## src/shared/ebrc_defines.svh

```systemverilog
// Constants for the external bus and reset control block
`ifndef EBRC_DEFINES_SVH
`define EBRC_DEFINES_SVH
// Oscillator cycles per state time, and state times in the reset sequence
`define EBRC_STATE_TIME_CYC 2'h3
`define EBRC_RESET_STATE_TIMES 4'hA
// Mapped code range that may live on chip
`define EBRC_INT_LO 16'h2000
`define EBRC_INT_HI 16'h3FFF
// Chip configuration register field positions
`define EBRC_CCR_ADV_BIT 0
`define EBRC_CCR_WAIT_LSB 1
`define EBRC_CCR_WAIT_MSB 2
// Request FIFO shape: write flag, 16-bit address, 8-bit data
`define EBRC_FIFO_DEPTH 16
`define EBRC_REQ_WIDTH 25
// Standby register file size
`define EBRC_RETAIN_BYTES 16
`define EBRC_RETAIN_AW 4
`endif

```

## src/shared/ebrc_pkg.sv

```systemverilog
// Types for the external bus and reset control block
package ebrc_pkg;
    typedef enum logic [2:0] {
        ST_IDLE,
        ST_ADDR,
        ST_DATA,
        ST_WAIT,
        ST_END
    } ebrc_state_type;
endpackage

```

## src/hdl/ebrc_fifo.sv

```systemverilog
// Request FIFO with valid and ready on both sides
`timescale 1ns/1ps
`default_nettype none
module ebrc_fifo #(
    parameter int WIDTH = 25,
    parameter int DEPTH = 16
) (
    input wire logic clock,
    input wire logic resetn,
    input wire logic ce,
    input wire logic in_valid,
    output logic in_ready,
    input wire logic [WIDTH-1:0] in_data,
    output logic out_valid,
    input wire logic out_ready,
    output logic [WIDTH-1:0] out_data
);
    localparam int AW = $clog2(DEPTH);
    logic [WIDTH-1:0] mem_q [DEPTH];
    logic [AW-1:0] wr_q;
    logic [AW-1:0] rd_q;
    logic [AW:0] cnt_q;
    logic push;
    logic pop;

    // Honest full and empty from the occupancy count
    assign in_ready = (cnt_q != DEPTH[AW:0]);
    assign out_valid = (cnt_q != '0);
    assign out_data = mem_q[rd_q];
    assign push = ce && in_valid && in_ready;
    assign pop = ce && out_valid && out_ready;

    // Storage, no reset needed
    always_ff @(posedge clock) begin
        if (push) begin
            mem_q[wr_q] <= in_data;
        end
    end

    // Pointers and count
    always_ff @(posedge clock or negedge resetn) begin
        if (!resetn) begin
            wr_q <= '0;
            rd_q <= '0;
            cnt_q <= '0;
        end else begin
            if (push) begin
                wr_q <= wr_q + 1'b1;
            end
            if (pop) begin
                rd_q <= rd_q + 1'b1;
            end
            cnt_q <= cnt_q + {{AW{1'b0}}, push} - {{AW{1'b0}}, pop};
        end
    end
endmodule
`default_nettype wire

```

## src/hdl/ebrc_retain_mem.sv

```systemverilog
// Standby register file bytes, kept across reset
`timescale 1ns/1ps
`default_nettype none
module ebrc_retain_mem #(
    parameter int WIDTH = 8,
    parameter int DEPTH = 16
) (
    input wire logic clock,
    input wire logic ce,
    input wire logic we,
    input wire logic [$clog2(DEPTH)-1:0] addr,
    input wire logic [WIDTH-1:0] wdata,
    output logic [WIDTH-1:0] rdata
);
    logic [WIDTH-1:0] mem_q [DEPTH];

    // No reset: contents survive while standby supply holds
    always_ff @(posedge clock) begin
        if (ce) begin
            if (we) begin
                mem_q[addr] <= wdata;
            end
            rdata <= mem_q[addr];
        end
    end
endmodule
`default_nettype wire

```

## src/hdl/ebrc_external_bus.sv

```systemverilog
// External memory bus control, memory select and reset sequencing
`timescale 1ns/1ps
`default_nettype none
`include "ebrc_defines.svh"
module ebrc_external_bus
    import ebrc_pkg::*;
(
    input wire logic clock,
    input wire logic resetn,
    input wire logic ce,
    input wire logic memory_select_input,
    input wire logic prog_voltage_detect,
    input wire logic [2:0] chip_configuration_register,
    input wire logic req_valid,
    output logic req_ready,
    input wire logic req_write,
    input wire logic [15:0] req_addr,
    input wire logic [7:0] req_wdata,
    output logic rsp_valid_q,
    output logic [7:0] rsp_rdata_q,
    output logic rsp_external_q,
    input wire logic [7:0] int_rdata,
    input wire logic retain_we,
    input wire logic [3:0] retain_addr,
    input wire logic [7:0] retain_wdata,
    output logic [7:0] retain_rdata,
    output logic bus_clock_output_q,
    output logic address_valid_strobe_q,
    output logic rd_n_q,
    output logic wr_n_q,
    output logic ready_unused_n,
    input wire logic ready,
    input wire logic [7:0] ad_in,
    output logic [7:0] ad_out_q,
    output logic ad_oe_q,
    output logic [7:0] addr_hi_out_q,
    output logic addr_hi_oe_q,
    output logic reset_busy_q,
    output logic program_mode_q
);
    ebrc_state_type state_q;
    ebrc_state_type state_d;
    logic [1:0] phase_q;
    logic tick;
    logic [3:0] seq_q;
    logic [1:0] wait_cnt_q;
    logic [1:0] wait_lim;
    logic adv_mode;
    logic [`EBRC_REQ_WIDTH-1:0] fifo_out;
    logic fifo_valid;
    logic pop;
    logic f_write;
    logic [15:0] f_addr;
    logic [7:0] f_wdata;
    logic hit_range;
    logic go_int;
    logic go_ext;
    logic cur_write_q;
    logic [15:0] cur_addr_q;
    logic [7:0] cur_wdata_q;
    logic may_wait;
    logic finish;
    logic [15:0] addr_next;

    assign adv_mode = chip_configuration_register[`EBRC_CCR_ADV_BIT];
    assign wait_lim = chip_configuration_register[`EBRC_CCR_WAIT_MSB:`EBRC_CCR_WAIT_LSB];
    assign tick = ce && (phase_q == `EBRC_STATE_TIME_CYC - 2'h1);
    assign {f_write, f_addr, f_wdata} = fifo_out;
    assign ready_unused_n = 1'b1;

    // Requests queue up ahead of the bus engine
    ebrc_fifo #(
        .WIDTH(`EBRC_REQ_WIDTH),
        .DEPTH(`EBRC_FIFO_DEPTH)
    ) u_fifo (
        .clock(clock),
        .resetn(resetn),
        .ce(ce),
        .in_valid(req_valid),
        .in_ready(req_ready),
        .in_data({req_write, req_addr, req_wdata}),
        .out_valid(fifo_valid),
        .out_ready(pop),
        .out_data(fifo_out)
    );

    // Retained bytes; writes are shut out while reset is held
    ebrc_retain_mem #(
        .WIDTH(8),
        .DEPTH(`EBRC_RETAIN_BYTES)
    ) u_retain (
        .clock(clock),
        .ce(ce),
        .we(retain_we && resetn),
        .addr(retain_addr),
        .wdata(retain_wdata),
        .rdata(retain_rdata)
    );

    // Routing of a queued request
    assign hit_range = (f_addr >= `EBRC_INT_LO) && (f_addr <= `EBRC_INT_HI);
    assign go_int = fifo_valid && hit_range && memory_select_input;
    assign go_ext = fifo_valid && !go_int;
    // Nothing leaves the queue during reset sequence or programming mode
    assign pop = ce && !reset_busy_q && !program_mode_q && state_q == ST_IDLE
        && (go_int || (go_ext && tick));

    // Wait permitted when no limit is set or the limit is not yet reached
    assign may_wait = (wait_lim == 2'h0) || (wait_cnt_q < wait_lim);
    assign finish = tick && (ready || !may_wait);
    // Address of the access now starting, so the first address cycle is already right
    assign addr_next = pop ? f_addr : cur_addr_q;

    // Phase counter sets the state time; held at zero in reset to resync
    always_ff @(posedge clock or negedge resetn) begin
        if (!resetn) begin
            phase_q <= 2'h0;
        end else if (ce) begin
            if (tick) begin
                phase_q <= 2'h0;
            end else begin
                phase_q <= phase_q + 2'h1;
            end
        end
    end

    // Bus clock high in the first phase of each state time
    always_ff @(posedge clock or negedge resetn) begin
        if (!resetn) begin
            bus_clock_output_q <= 1'b0;
        end else if (ce) begin
            bus_clock_output_q <= tick;
        end
    end

    // Reset sequence of ten state times after release
    always_ff @(posedge clock or negedge resetn) begin
        if (!resetn) begin
            seq_q <= 4'h0;
            reset_busy_q <= 1'b1;
        end else if (tick && reset_busy_q) begin
            if (seq_q == `EBRC_RESET_STATE_TIMES - 4'h1) begin
                reset_busy_q <= 1'b0;
            end
            seq_q <= seq_q + 4'h1;
        end
    end

    // Programming mode follows the high-voltage detector
    always_ff @(posedge clock or negedge resetn) begin
        if (!resetn) begin
            program_mode_q <= 1'b0;
        end else if (ce) begin
            program_mode_q <= prog_voltage_detect;
        end
    end

    // Next bus state; ready only matters in data and wait states
    always_comb begin
        state_d = state_q;
        case (state_q)
            ST_IDLE: begin
                if (pop && go_ext) begin
                    state_d = ST_ADDR;
                end
            end
            ST_ADDR: begin
                if (tick) begin
                    state_d = ST_DATA;
                end
            end
            ST_DATA, ST_WAIT: begin
                if (finish) begin
                    state_d = ST_END;
                end else if (tick) begin
                    state_d = ST_WAIT;
                end
            end
            ST_END: begin
                if (tick) begin
                    state_d = ST_IDLE;
                end
            end
            default: begin
                state_d = ST_IDLE;
            end
        endcase
    end

    // State register
    always_ff @(posedge clock or negedge resetn) begin
        if (!resetn) begin
            state_q <= ST_IDLE;
        end else if (ce) begin
            state_q <= state_d;
        end
    end

    // Wait state counter, cleared at the start of each cycle
    always_ff @(posedge clock or negedge resetn) begin
        if (!resetn) begin
            wait_cnt_q <= 2'h0;
        end else if (ce) begin
            if (state_q == ST_ADDR) begin
                wait_cnt_q <= 2'h0;
            end else if (tick && !finish && wait_cnt_q != 2'h3) begin
                wait_cnt_q <= wait_cnt_q + 2'h1;
            end
        end
    end

    // Latch the request being run
    always_ff @(posedge clock or negedge resetn) begin
        if (!resetn) begin
            cur_write_q <= 1'b0;
            cur_addr_q <= 16'h0000;
            cur_wdata_q <= 8'h00;
        end else if (pop) begin
            cur_write_q <= f_write;
            cur_addr_q <= f_addr;
            cur_wdata_q <= f_wdata;
        end
    end

    // Strobes decoded from the next state so they line up with state_q
    always_ff @(posedge clock or negedge resetn) begin
        if (!resetn) begin
            address_valid_strobe_q <= 1'b1;
            rd_n_q <= 1'b1;
            wr_n_q <= 1'b1;
        end else if (ce) begin
            if (adv_mode) begin
                // Low from address phase through data, high at cycle end
                address_valid_strobe_q <= !(state_d == ST_ADDR || state_d == ST_DATA
                    || state_d == ST_WAIT);
            end else begin
                // Latch enable pulses high while the address is out
                address_valid_strobe_q <= (state_d == ST_ADDR);
            end
            rd_n_q <= !((state_d == ST_DATA || state_d == ST_WAIT) && !cur_write_q);
            wr_n_q <= !((state_d == ST_DATA || state_d == ST_WAIT) && cur_write_q);
        end
    end

    // Port pins: low address then data on one port, high address on the other
    always_ff @(posedge clock or negedge resetn) begin
        if (!resetn) begin
            ad_out_q <= 8'h00;
            ad_oe_q <= 1'b0;
            addr_hi_out_q <= 8'h00;
            addr_hi_oe_q <= 1'b0;
        end else if (ce) begin
            addr_hi_out_q <= addr_next[15:8];
            addr_hi_oe_q <= (state_d != ST_IDLE);
            if (state_d == ST_ADDR) begin
                ad_out_q <= addr_next[7:0];
                ad_oe_q <= 1'b1;
            end else if (state_d != ST_IDLE && state_d != ST_END && cur_write_q) begin
                ad_out_q <= cur_wdata_q;
                ad_oe_q <= 1'b1;
            end else begin
                ad_oe_q <= 1'b0;
            end
        end
    end

    // Completion answer for internal and external accesses
    always_ff @(posedge clock or negedge resetn) begin
        if (!resetn) begin
            rsp_valid_q <= 1'b0;
            rsp_rdata_q <= 8'h00;
            rsp_external_q <= 1'b0;
        end else if (ce) begin
            rsp_valid_q <= 1'b0;
            if (pop && go_int) begin
                rsp_valid_q <= 1'b1;
                rsp_rdata_q <= f_write ? 8'h00 : int_rdata;
                rsp_external_q <= 1'b0;
            end else if ((state_q == ST_DATA || state_q == ST_WAIT) && finish) begin
                rsp_valid_q <= 1'b1;
                rsp_rdata_q <= cur_write_q ? 8'h00 : ad_in;
                rsp_external_q <= 1'b1;
            end
        end
    end

    // Helper: cycles spent in the reset sequence
    logic [5:0] busy_cyc_q;
    always_ff @(posedge clock or negedge resetn) begin
        if (!resetn) begin
            busy_cyc_q <= 6'h00;
        end else if (ce && reset_busy_q) begin
            busy_cyc_q <= busy_cyc_q + 6'h01;
        end
    end
endmodule
`default_nettype wire

```

## config.mk

```make
export PLATFORM = sky130hd
export DESIGN_NAME = ebrc_external_bus
export DESIGN_NICKNAME = d
export VERILOG_FILES = /design/src/shared/ebrc_pkg.sv /design/src/hdl/ebrc_fifo.sv /design/src/hdl/ebrc_retain_mem.sv /design/src/hdl/ebrc_external_bus.sv
export VERILOG_INCLUDE_DIRS = /design/src /design/src/shared
export SDC_FILE = /design/constraint.sdc
export NUM_CORES = 1
export LEC_CHECK = 0
export BUFFER_PORTS_ARGS = -buffer_cell sky130_fd_sc_hd__buf_2
export CAP_MARGIN = 20
export CORE_ASPECT_RATIO = 0.8
export CORE_UTILIZATION = 33
export DETAILED_ROUTE_END_ITERATION = 6
export HOLD_SLACK_MARGIN = 0.02
export PLACE_DENSITY = 0.51
export SETUP_SLACK_MARGIN = 0.15
export SYNTH_ARGS = -nofsm -noshare
export SYNTH_HDL_FRONTEND = slang
export SYNTH_SLANG_ARGS = --single-unit
```

## constraint.sdc

```tcl
create_clock -name clock -period 9.05 [get_ports clock]
set_input_delay 0 -clock clock [delete_from_list [all_inputs] [get_ports clock]]
set_output_delay 0 -clock clock [all_outputs]
set_load 0.01 [all_outputs]
```

# ---- Word-level counts from Yosys, hierarchy flattened
# Memory sizes are Yosys's and may differ from the RTL's. A register that Yosys moved wholly into a read port is not among the register bits.
# Cells that the tools add are included.
dict set report word_totals {
  ramBits 528
  ff_bits 83
  out_inout_bits 44
  inputBits 64
  n_memories 2
}
# name words word_bits read_ports rd_ports_with_merged_regs wr line_no
set memory_table {}
lappend memory_table {u_fifo.mem_q 16 25 1 0 1 ebrc_fifo.sv:19} ;# logic [WIDTH-1:0] mem_q [DEPTH];
lappend memory_table {u_retain.mem_q 16 8 1 1 1 ebrc_retain_mem.sv:15} ;# logic [WIDTH-1:0] mem_q [DEPTH];
dict set report op_classes {
  eq_ne 12
  addsub 7
  mux 28
  order_cmp 3
  n_reduce_logical 54
}
# operator n
set op_table {}
lappend op_table {{8-bit 2-to-1 mux} 6}
lappend op_table {{1-bit logical AND} 26}
lappend op_table {{16-bit by 14-bit >= comparator with 1-bit output (second input constant)} 1}
lappend op_table {{16-bit by 14-bit <= comparator with 1-bit output (second input constant)} 1}
lappend op_table {{16-bit 2-to-1 mux} 1}
lappend op_table {{3-bit 2-to-1 mux} 5}
lappend op_table {{4-bit by 1-bit adder with 4-bit output (second input constant)} 3}
lappend op_table {{3-bit by 2-bit equality test with 1-bit output (second input constant)} 4}
lappend op_table {{1-bit 2-to-1 mux} 12}
lappend op_table {{3-bit one-hot mux with 4 select lines} 1}
lappend op_table {{1-bit logical NOT} 9}
lappend op_table {{2-bit AND reduction} 4}
lappend op_table {{1-bit logical OR} 7}
lappend op_table {{3-bit by 1-bit equality test with 1-bit output (second input constant)} 2}
lappend op_table {{2-bit 2-to-1 mux} 3}
lappend op_table {{2-bit nonzero test} 3}
lappend op_table {{5-bit by 1-bit adder with 5-bit output} 1}
lappend op_table {{5-bit != test (second input constant)} 1}
lappend op_table {{5-bit nonzero test} 1}
lappend op_table {{5-bit by 1-bit subtractor with 5-bit output} 1}
lappend op_table {{2-bit by 1-bit adder with 2-bit output (second input constant)} 2}
lappend op_table {{4-bit equality test (second input constant)} 1}
lappend op_table {{3-bit equality test (second input constant)} 1}
lappend op_table {{3-bit logical NOT} 1}
lappend op_table {{other kinds (7)} 7}

# ---- Depth between registers and ports, before layout
# An unclocked memory read counts as a cell.
dict set report depth {
  word_depth 18
  mapped_depth 18
}

# ---- Modules after synthesis
# From an unflattened synthesis, not the netlist that was laid out.
dict set report hier_totals {
  cells_unflattened 1282
  area_unflattened_um2 24312.1
}
# module seq_area_each_um2 area_per_inst_um2 cells_each instances
set modules_own_cells {}
lappend modules_own_cells {ebrc_fifo 12336.8 15997.8 811 1}
lappend modules_own_cells {ebrc_retain_mem 4083.9 5231.3 233 1}
lappend modules_own_cells {ebrc_external_bus 1756.7 3083.0 238 1}

# ---- Worst setup path before layout
# No wires, ideal clock.
dict set report synth_timing {
  path_type {register to register}
  from {register u_fifo.cnt_q[2]}
  to {memory u_fifo.mem_q[3][0] (enable)}
  path_slack_ns 5.536
  t_arrival_ns 3.076
  required_ns 8.612
  stages_incl_launch_ff 8
  path_cell_list {dfrtp_1 -> inv_1 -> ha_1 -> nand4_1 -> and3_1 -> clkbuf_1 -> nand2_1 -> nor3_1}
}
dict set report synth_via {
  elab_chain_cells 4
}
# item line_no
set synth_lines {}
lappend synth_lines {{start, declared} ebrc_fifo.sv:22} ;# logic [AW:0] cnt_q;
lappend synth_lines {{start signal, assigned} ebrc_fifo.sv:53} ;# cnt_q <= cnt_q + {{AW{1'b0}}, push} - {{AW{1'b0}}, pop};
lappend synth_lines {{5-bit != test} ebrc_fifo.sv:27} ;# assign in_ready = (cnt_q != DEPTH[AW:0]);
lappend synth_lines {{named net req_ready} ebrc_external_bus.sv:15} ;# output logic req_ready,
lappend synth_lines {{1-bit logical AND} ebrc_fifo.sv:30} ;# assign push = ce && in_valid && in_ready;
lappend synth_lines {{named net u_fifo.push} ebrc_fifo.sv:23} ;# logic push;
lappend synth_lines {{1-bit 2-to-1 mux} ebrc_fifo.sv:35} ;# if (push) begin
lappend synth_lines {{1-bit 2-to-1 mux (implied by the code)} ebrc_fifo.sv:36} ;# mem_q[wr_q] <= in_data;
lappend synth_lines {{end, declared} ebrc_fifo.sv:19}
# The timed path passes the listed nets, and every way through them passes these cells.

# ---- Worst setup path after layout
dict set report layout_timing {
  from {register u_fifo.rd_q[0]}
  to {register u_fifo.cnt_q[4]}
}
dict set report layout_via {
  elab_chain_cells 12
  elab_cells_between_ends 13
  classes_between {1 x add/sub; 2 x order compare; 9 x reduce/logical; 1 x memory}
}
# item line_no
set layout_lines {}
lappend layout_lines {{start, declared} ebrc_fifo.sv:21} ;# logic [AW-1:0] rd_q;
lappend layout_lines {{start signal, assigned} ebrc_fifo.sv:51} ;# rd_q <= rd_q + 1'b1;
lappend layout_lines {{memory 16 x 25 bit (*)} --}
lappend layout_lines {{16-bit by 14-bit >= comparator with 1-bit output (no source line) / 16-bit by 14-bit <= comparator with 1-bit output (equally long branches)} --}
lappend layout_lines {{1-bit logical AND (*)} ebrc_external_bus.sv:101} ;# assign hit_range = (f_addr >= `EBRC_INT_LO) && (f_addr <= `EBRC_INT_HI);
lappend layout_lines {{1-bit logical AND (*) (2 in a row)} ebrc_external_bus.sv:102} ;# assign go_int = fifo_valid && hit_range && memory_select_input;
lappend layout_lines {{1-bit logical NOT} ebrc_external_bus.sv:103} ;# assign go_ext = fifo_valid && !go_int;
lappend layout_lines {{1-bit logical AND} ebrc_external_bus.sv:103}
lappend layout_lines {{1-bit logical AND} ebrc_external_bus.sv:106} ;# && (go_int || (go_ext && tick));
lappend layout_lines {{1-bit logical OR (*)} ebrc_external_bus.sv:106}
lappend layout_lines {{1-bit logical AND (*)} ebrc_external_bus.sv:106}
lappend layout_lines {{1-bit logical AND (*)} ebrc_fifo.sv:31} ;# assign pop = ce && out_valid && out_ready;
lappend layout_lines {{5-bit by 1-bit subtractor with 5-bit output (*)} ebrc_fifo.sv:53}
# Every way passes the cells marked *; elsewhere a longest branch is shown, timed or not.
# A chain may end at the register's enable or synchronous reset.

==> impl_metrics.env <==
export IMPL_hp_class="primary input to flip-flop"
export IMPL_crit_path_max_fanout=39
export IMPL_vias_per_cell=5.06
export IMPL_cts_buffers=66
export IMPL_vias=12000
export IMPL_worst_pin_slew_ns=1.01
export IMPL_synthCells=1165
export IMPL_synth_edff_count=536
export IMPL_yosys_cell_types_count=56
export IMPL_nets=1447
export IMPL_antenna_found_initial=3
export IMPL_slew_headroom_pct=32.3
export IMPL_clkSlewWorstSetupHoldPaths_ns=0.06
export IMPL_cts_root_buf="clkbuf_16"
export IMPL_criticalPathCategory="flip-flop to flip-flop"
export IMPL_die_w_um=305
export IMPL_fmaxAchievable_ghz=0.198
export IMPL_clock_latency_ns=0.60
export IMPL_grt_max_degree=60
export IMPL_antenna_diode_count=0
export IMPL_r2r_end="u_fifo.cnt_q[4]"
export IMPL_synthTopCellsByArea="edfxtp_1, mux4_2, dfrtp_1, mux2_2, nor2_1"
export IMPL_syn_cell_area_um2=24200
export IMPL_async_flop_share_pct=13.4
export IMPL_hold_viol=0
export IMPL_synth_avg_cell_area_um2=20.8
export IMPL_rsz0062_at_grt="false"
export IMPL_area_delta_synth_final_pct=18.2
export IMPL_ys_flop_type="edfxtp_1"
export IMPL_cts_resized=0
export IMPL_fin_crit_ns=5.04
export IMPL_hpwlAfterDp_mm=31.4
export IMPL_ioPinCount=108
export IMPL_drive_gt1_share_pct=31.2
export IMPL_die_y_um=244
export IMPL_r2r_cells=15
export IMPL_p_per_area_nw_per_um2=257
export IMPL_worstHoldPathCells=5
export IMPL_grt_overflow_total=0
export IMPL_totalWireLength_mm=55.8
export IMPL_ys_ff_latch=619
export IMPL_dieArea_um2=74600
export IMPL_cts_tree="done"
export IMPL_hold_buffers=59
export IMPL_grt_pass1_vias=12300
export IMPL_crit_path_end_kind="flip-flop"
export IMPL_p_leak_nw=9.66
export IMPL_netlist_area_leader_share_pct=66.4
export IMPL_start_util_pct=33.5
export IMPL_min_to="rsp_external_q"
export IMPL_worstPathRequired_ns=9.56
export IMPL_startpoint_type="flip-flop"
export IMPL_drc=0
export IMPL_ir_worst_vdd_v=0.000126
export IMPL_hp_start="chip_configuration_register[1]"
export IMPL_drtPass1Iterations=5
export IMPL_cap_violations=0
export IMPL_syn_nets=1245
export IMPL_skew_ns=0.0226
export IMPL_r2r_setup_slack_ns=4.01
export IMPL_drt_iter0_markers=1025
export IMPL_ant_nets=0
export IMPL_finalInstanceArea_um2=28700
export IMPL_maxSlewViolCount=0
export IMPL_routedWlPerCell_um=23.6
export IMPL_setup_viol=0
export IMPL_grt_use_total_pct=15.2
export IMPL_dpl_cell_area_um2=26000
export IMPL_synth_top_area_cell="edfxtp_1"
export IMPL_grt_pass1_wl_mm=83.3
export IMPL_status="completed"
export IMPL_yosys_warnings=0
export IMPL_cts_setup_buffers=0
export IMPL_gp_congestion=0.748
export IMPL_max_clock_path_buffers=3
export IMPL_port_buffers=106
export IMPL_rows=88
export IMPL_cts_sinks=619
export IMPL_worstPathArrival_ns=5.55
export IMPL_timing_setup_tns_ns=0
export IMPL_core_area_um2=72400
export IMPL_reg2reg_from="u_fifo.rd_q[0]"
export IMPL_period_share_pct=55.7
export IMPL_ys_seq_area_share_pct=75.0
export IMPL_htreeDepth=3
## report_power, final
| part | total [mW] | internal, mW | switching [mW] |
|---|---|---|---|
| Sequential | 3.51 | 3.33 | 0.175 |
| Combinational | 1.27 | 0.620 | 0.653 |
| Clock | 2.59 | 1.50 | 1.09 |
## logic make-up (layout without fill, tap and decap cells)
| family | Yosys count | count (layout) | synth area share (%) |
|---|---|---|---|
| flip-flops | 619 | 619 | 75.0 |
| multiplexers | 199 | 199 | 16.4 |
| AND/OR/NAND/NOR | 142 | 142 | 2.78 |
| AO/OA/AOI/OAI | 94 | 94 | 2.89 |
| buffers and inverters | 81 | 334 | 1.66 |
| adder cells (fa/ha/maj) | 16 | 16 | 0.857 |
| XOR/XNOR | 13 | 13 | 0.470 |
| other | 1 | 1 | 0.0155 |
## state kept, by name, summed over array words and instances (netlist names), 2 cells and up
name / count
ad_out_q: 8
state_q: 3
u_fifo.cnt_q: 5
rsp_rdata_q: 8
wait_cnt_q: 2
u_retain.rdata: 8
u_retain.mem_q: 128
seq_q: 4
cur_wdata_q: 8
cur_addr_q: 16
addr_hi_out_q: 8
u_fifo.rd_q: 4
phase_q: 2
u_fifo.mem_q: 400
u_fifo.wr_q: 4
## cells in the final DEF (no fill, tap or decap), types with 6 or more instances in the layout
| cell type | count |
|---|---|
| clkbuf_1 | 11 |
| o21ai_0 | 14 |
| nand2_1 | 19 |
| dlygate4sd3_1 | 58 |
| and2_1 | 13 |
| nor2_4 | 12 |
| nor3_1 | 6 |
| edfxtp_1 | 536 |
| buf_4 | 30 |
| mux4_2 | 155 |
| buf_2 | 105 |
| a211oi_1 | 16 |
| mux2i_1 | 14 |
| a21boi_0 | 7 |
| clkinv_1 | 19 |
| nor2_1 | 51 |
| dfrtp_1 | 76 |
| mux2_2 | 29 |
| a21oi_1 | 9 |
| nand2b_1 | 8 |
| inv_1 | 19 |
| clkbuf_16 | 68 |
| nand3_1 | 11 |
| clkinv_2 | 9 |
| xnor2_1 | 9 |
| a221o_1 | 11 |
| a21o_1 | 11 |
| ha_1 | 15 |
## worst max-delay path: stages, from the launching register on
cell	delay, ns
dfrtp_4	0.92
buf_4	0.74
mux2i_1	0.28
mux2_2	0.19
o2111a_1	0.54
nand3b_2	0.38
and2_4	0.33
inv_4	0.23
ha_1	0.19
inv_1	0.04
ha_1	0.19
fa_1	0.41
a21oi_1	0.15
nor2_1	0.06
nor2_1	0.11
xnor2_1	0.13
## through the flow
step / total power [mW] / hold slack [ns] / std cells / setup WS, ns / utilization [%]
after floorplan: 4.39 / -0.296 / 1165 / 5.54 / -
after global placement: 4.81 / 0.000960 / 2185 / 4.04 / 35.9
after detailed placement: 4.83 / 0.00594 / 2185 / 3.95 / 35.9
after CTS: 7.48 / 0.0573 / 2363 / 3.93 / 39.6
after global routing: 7.70 / 0.116 / 2363 / 3.62 / 39.6
final: 7.37 / 0.107 / 2363 / 4.01 / 39.6
## Yosys cell counts (13+ instances only)
master	number
nand2_1	19
nor2_1	63
edfxtp_1	536
clkbuf_1	30
a211oi_1	16
inv_1	19
dfrtp_1	79
o21ai_0	14
ha_1	15
mux4_2	155
mux2_2	29
mux2i_1	14
and2_1	13
## cell type report
type	instances	area, um2
clock buffers	80	1760
multi-input cells	465	5780
clock inverters	39	324
fillers	6473	43800
well taps	945	1180
inverters	21	81.3
repair buffers	194	1350
flip-flops and latches	619	18200
## metal layers
metal / vias up / wire length, um / track usage (%) / part of all wire [%]
met5: - / 17 / 0 / 0.030
met4: 2 / 927 / 3.77 / 1.7
met3: 74 / 2700 / 3.04 / 4.8
met2: 308 / 25400 / 23.0 / 45
met1: 6378 / 26800 / 22.6 / 48
li1: 5193 / - / - / -
## worst max path at each step
stage | from | end | slack (ns)
finish | u_fifo.rd_q[0] | u_fifo.cnt_q[4] | 4.01
global route | u_fifo.rd_q[0] | u_fifo.cnt_q[4] | 3.62
CTS | u_fifo.rd_q[0] | u_fifo.cnt_q[4] | 3.93
detailed placement | u_fifo.rd_q[0] | u_fifo.cnt_q[4] | 3.95
global placement | u_fifo.rd_q[0] | u_fifo.cnt_q[4] | 4.04
floorplan | u_fifo.cnt_q[2] | u_fifo.mem_q[3][0] | 5.54
(Power assumes the default switching activity.)
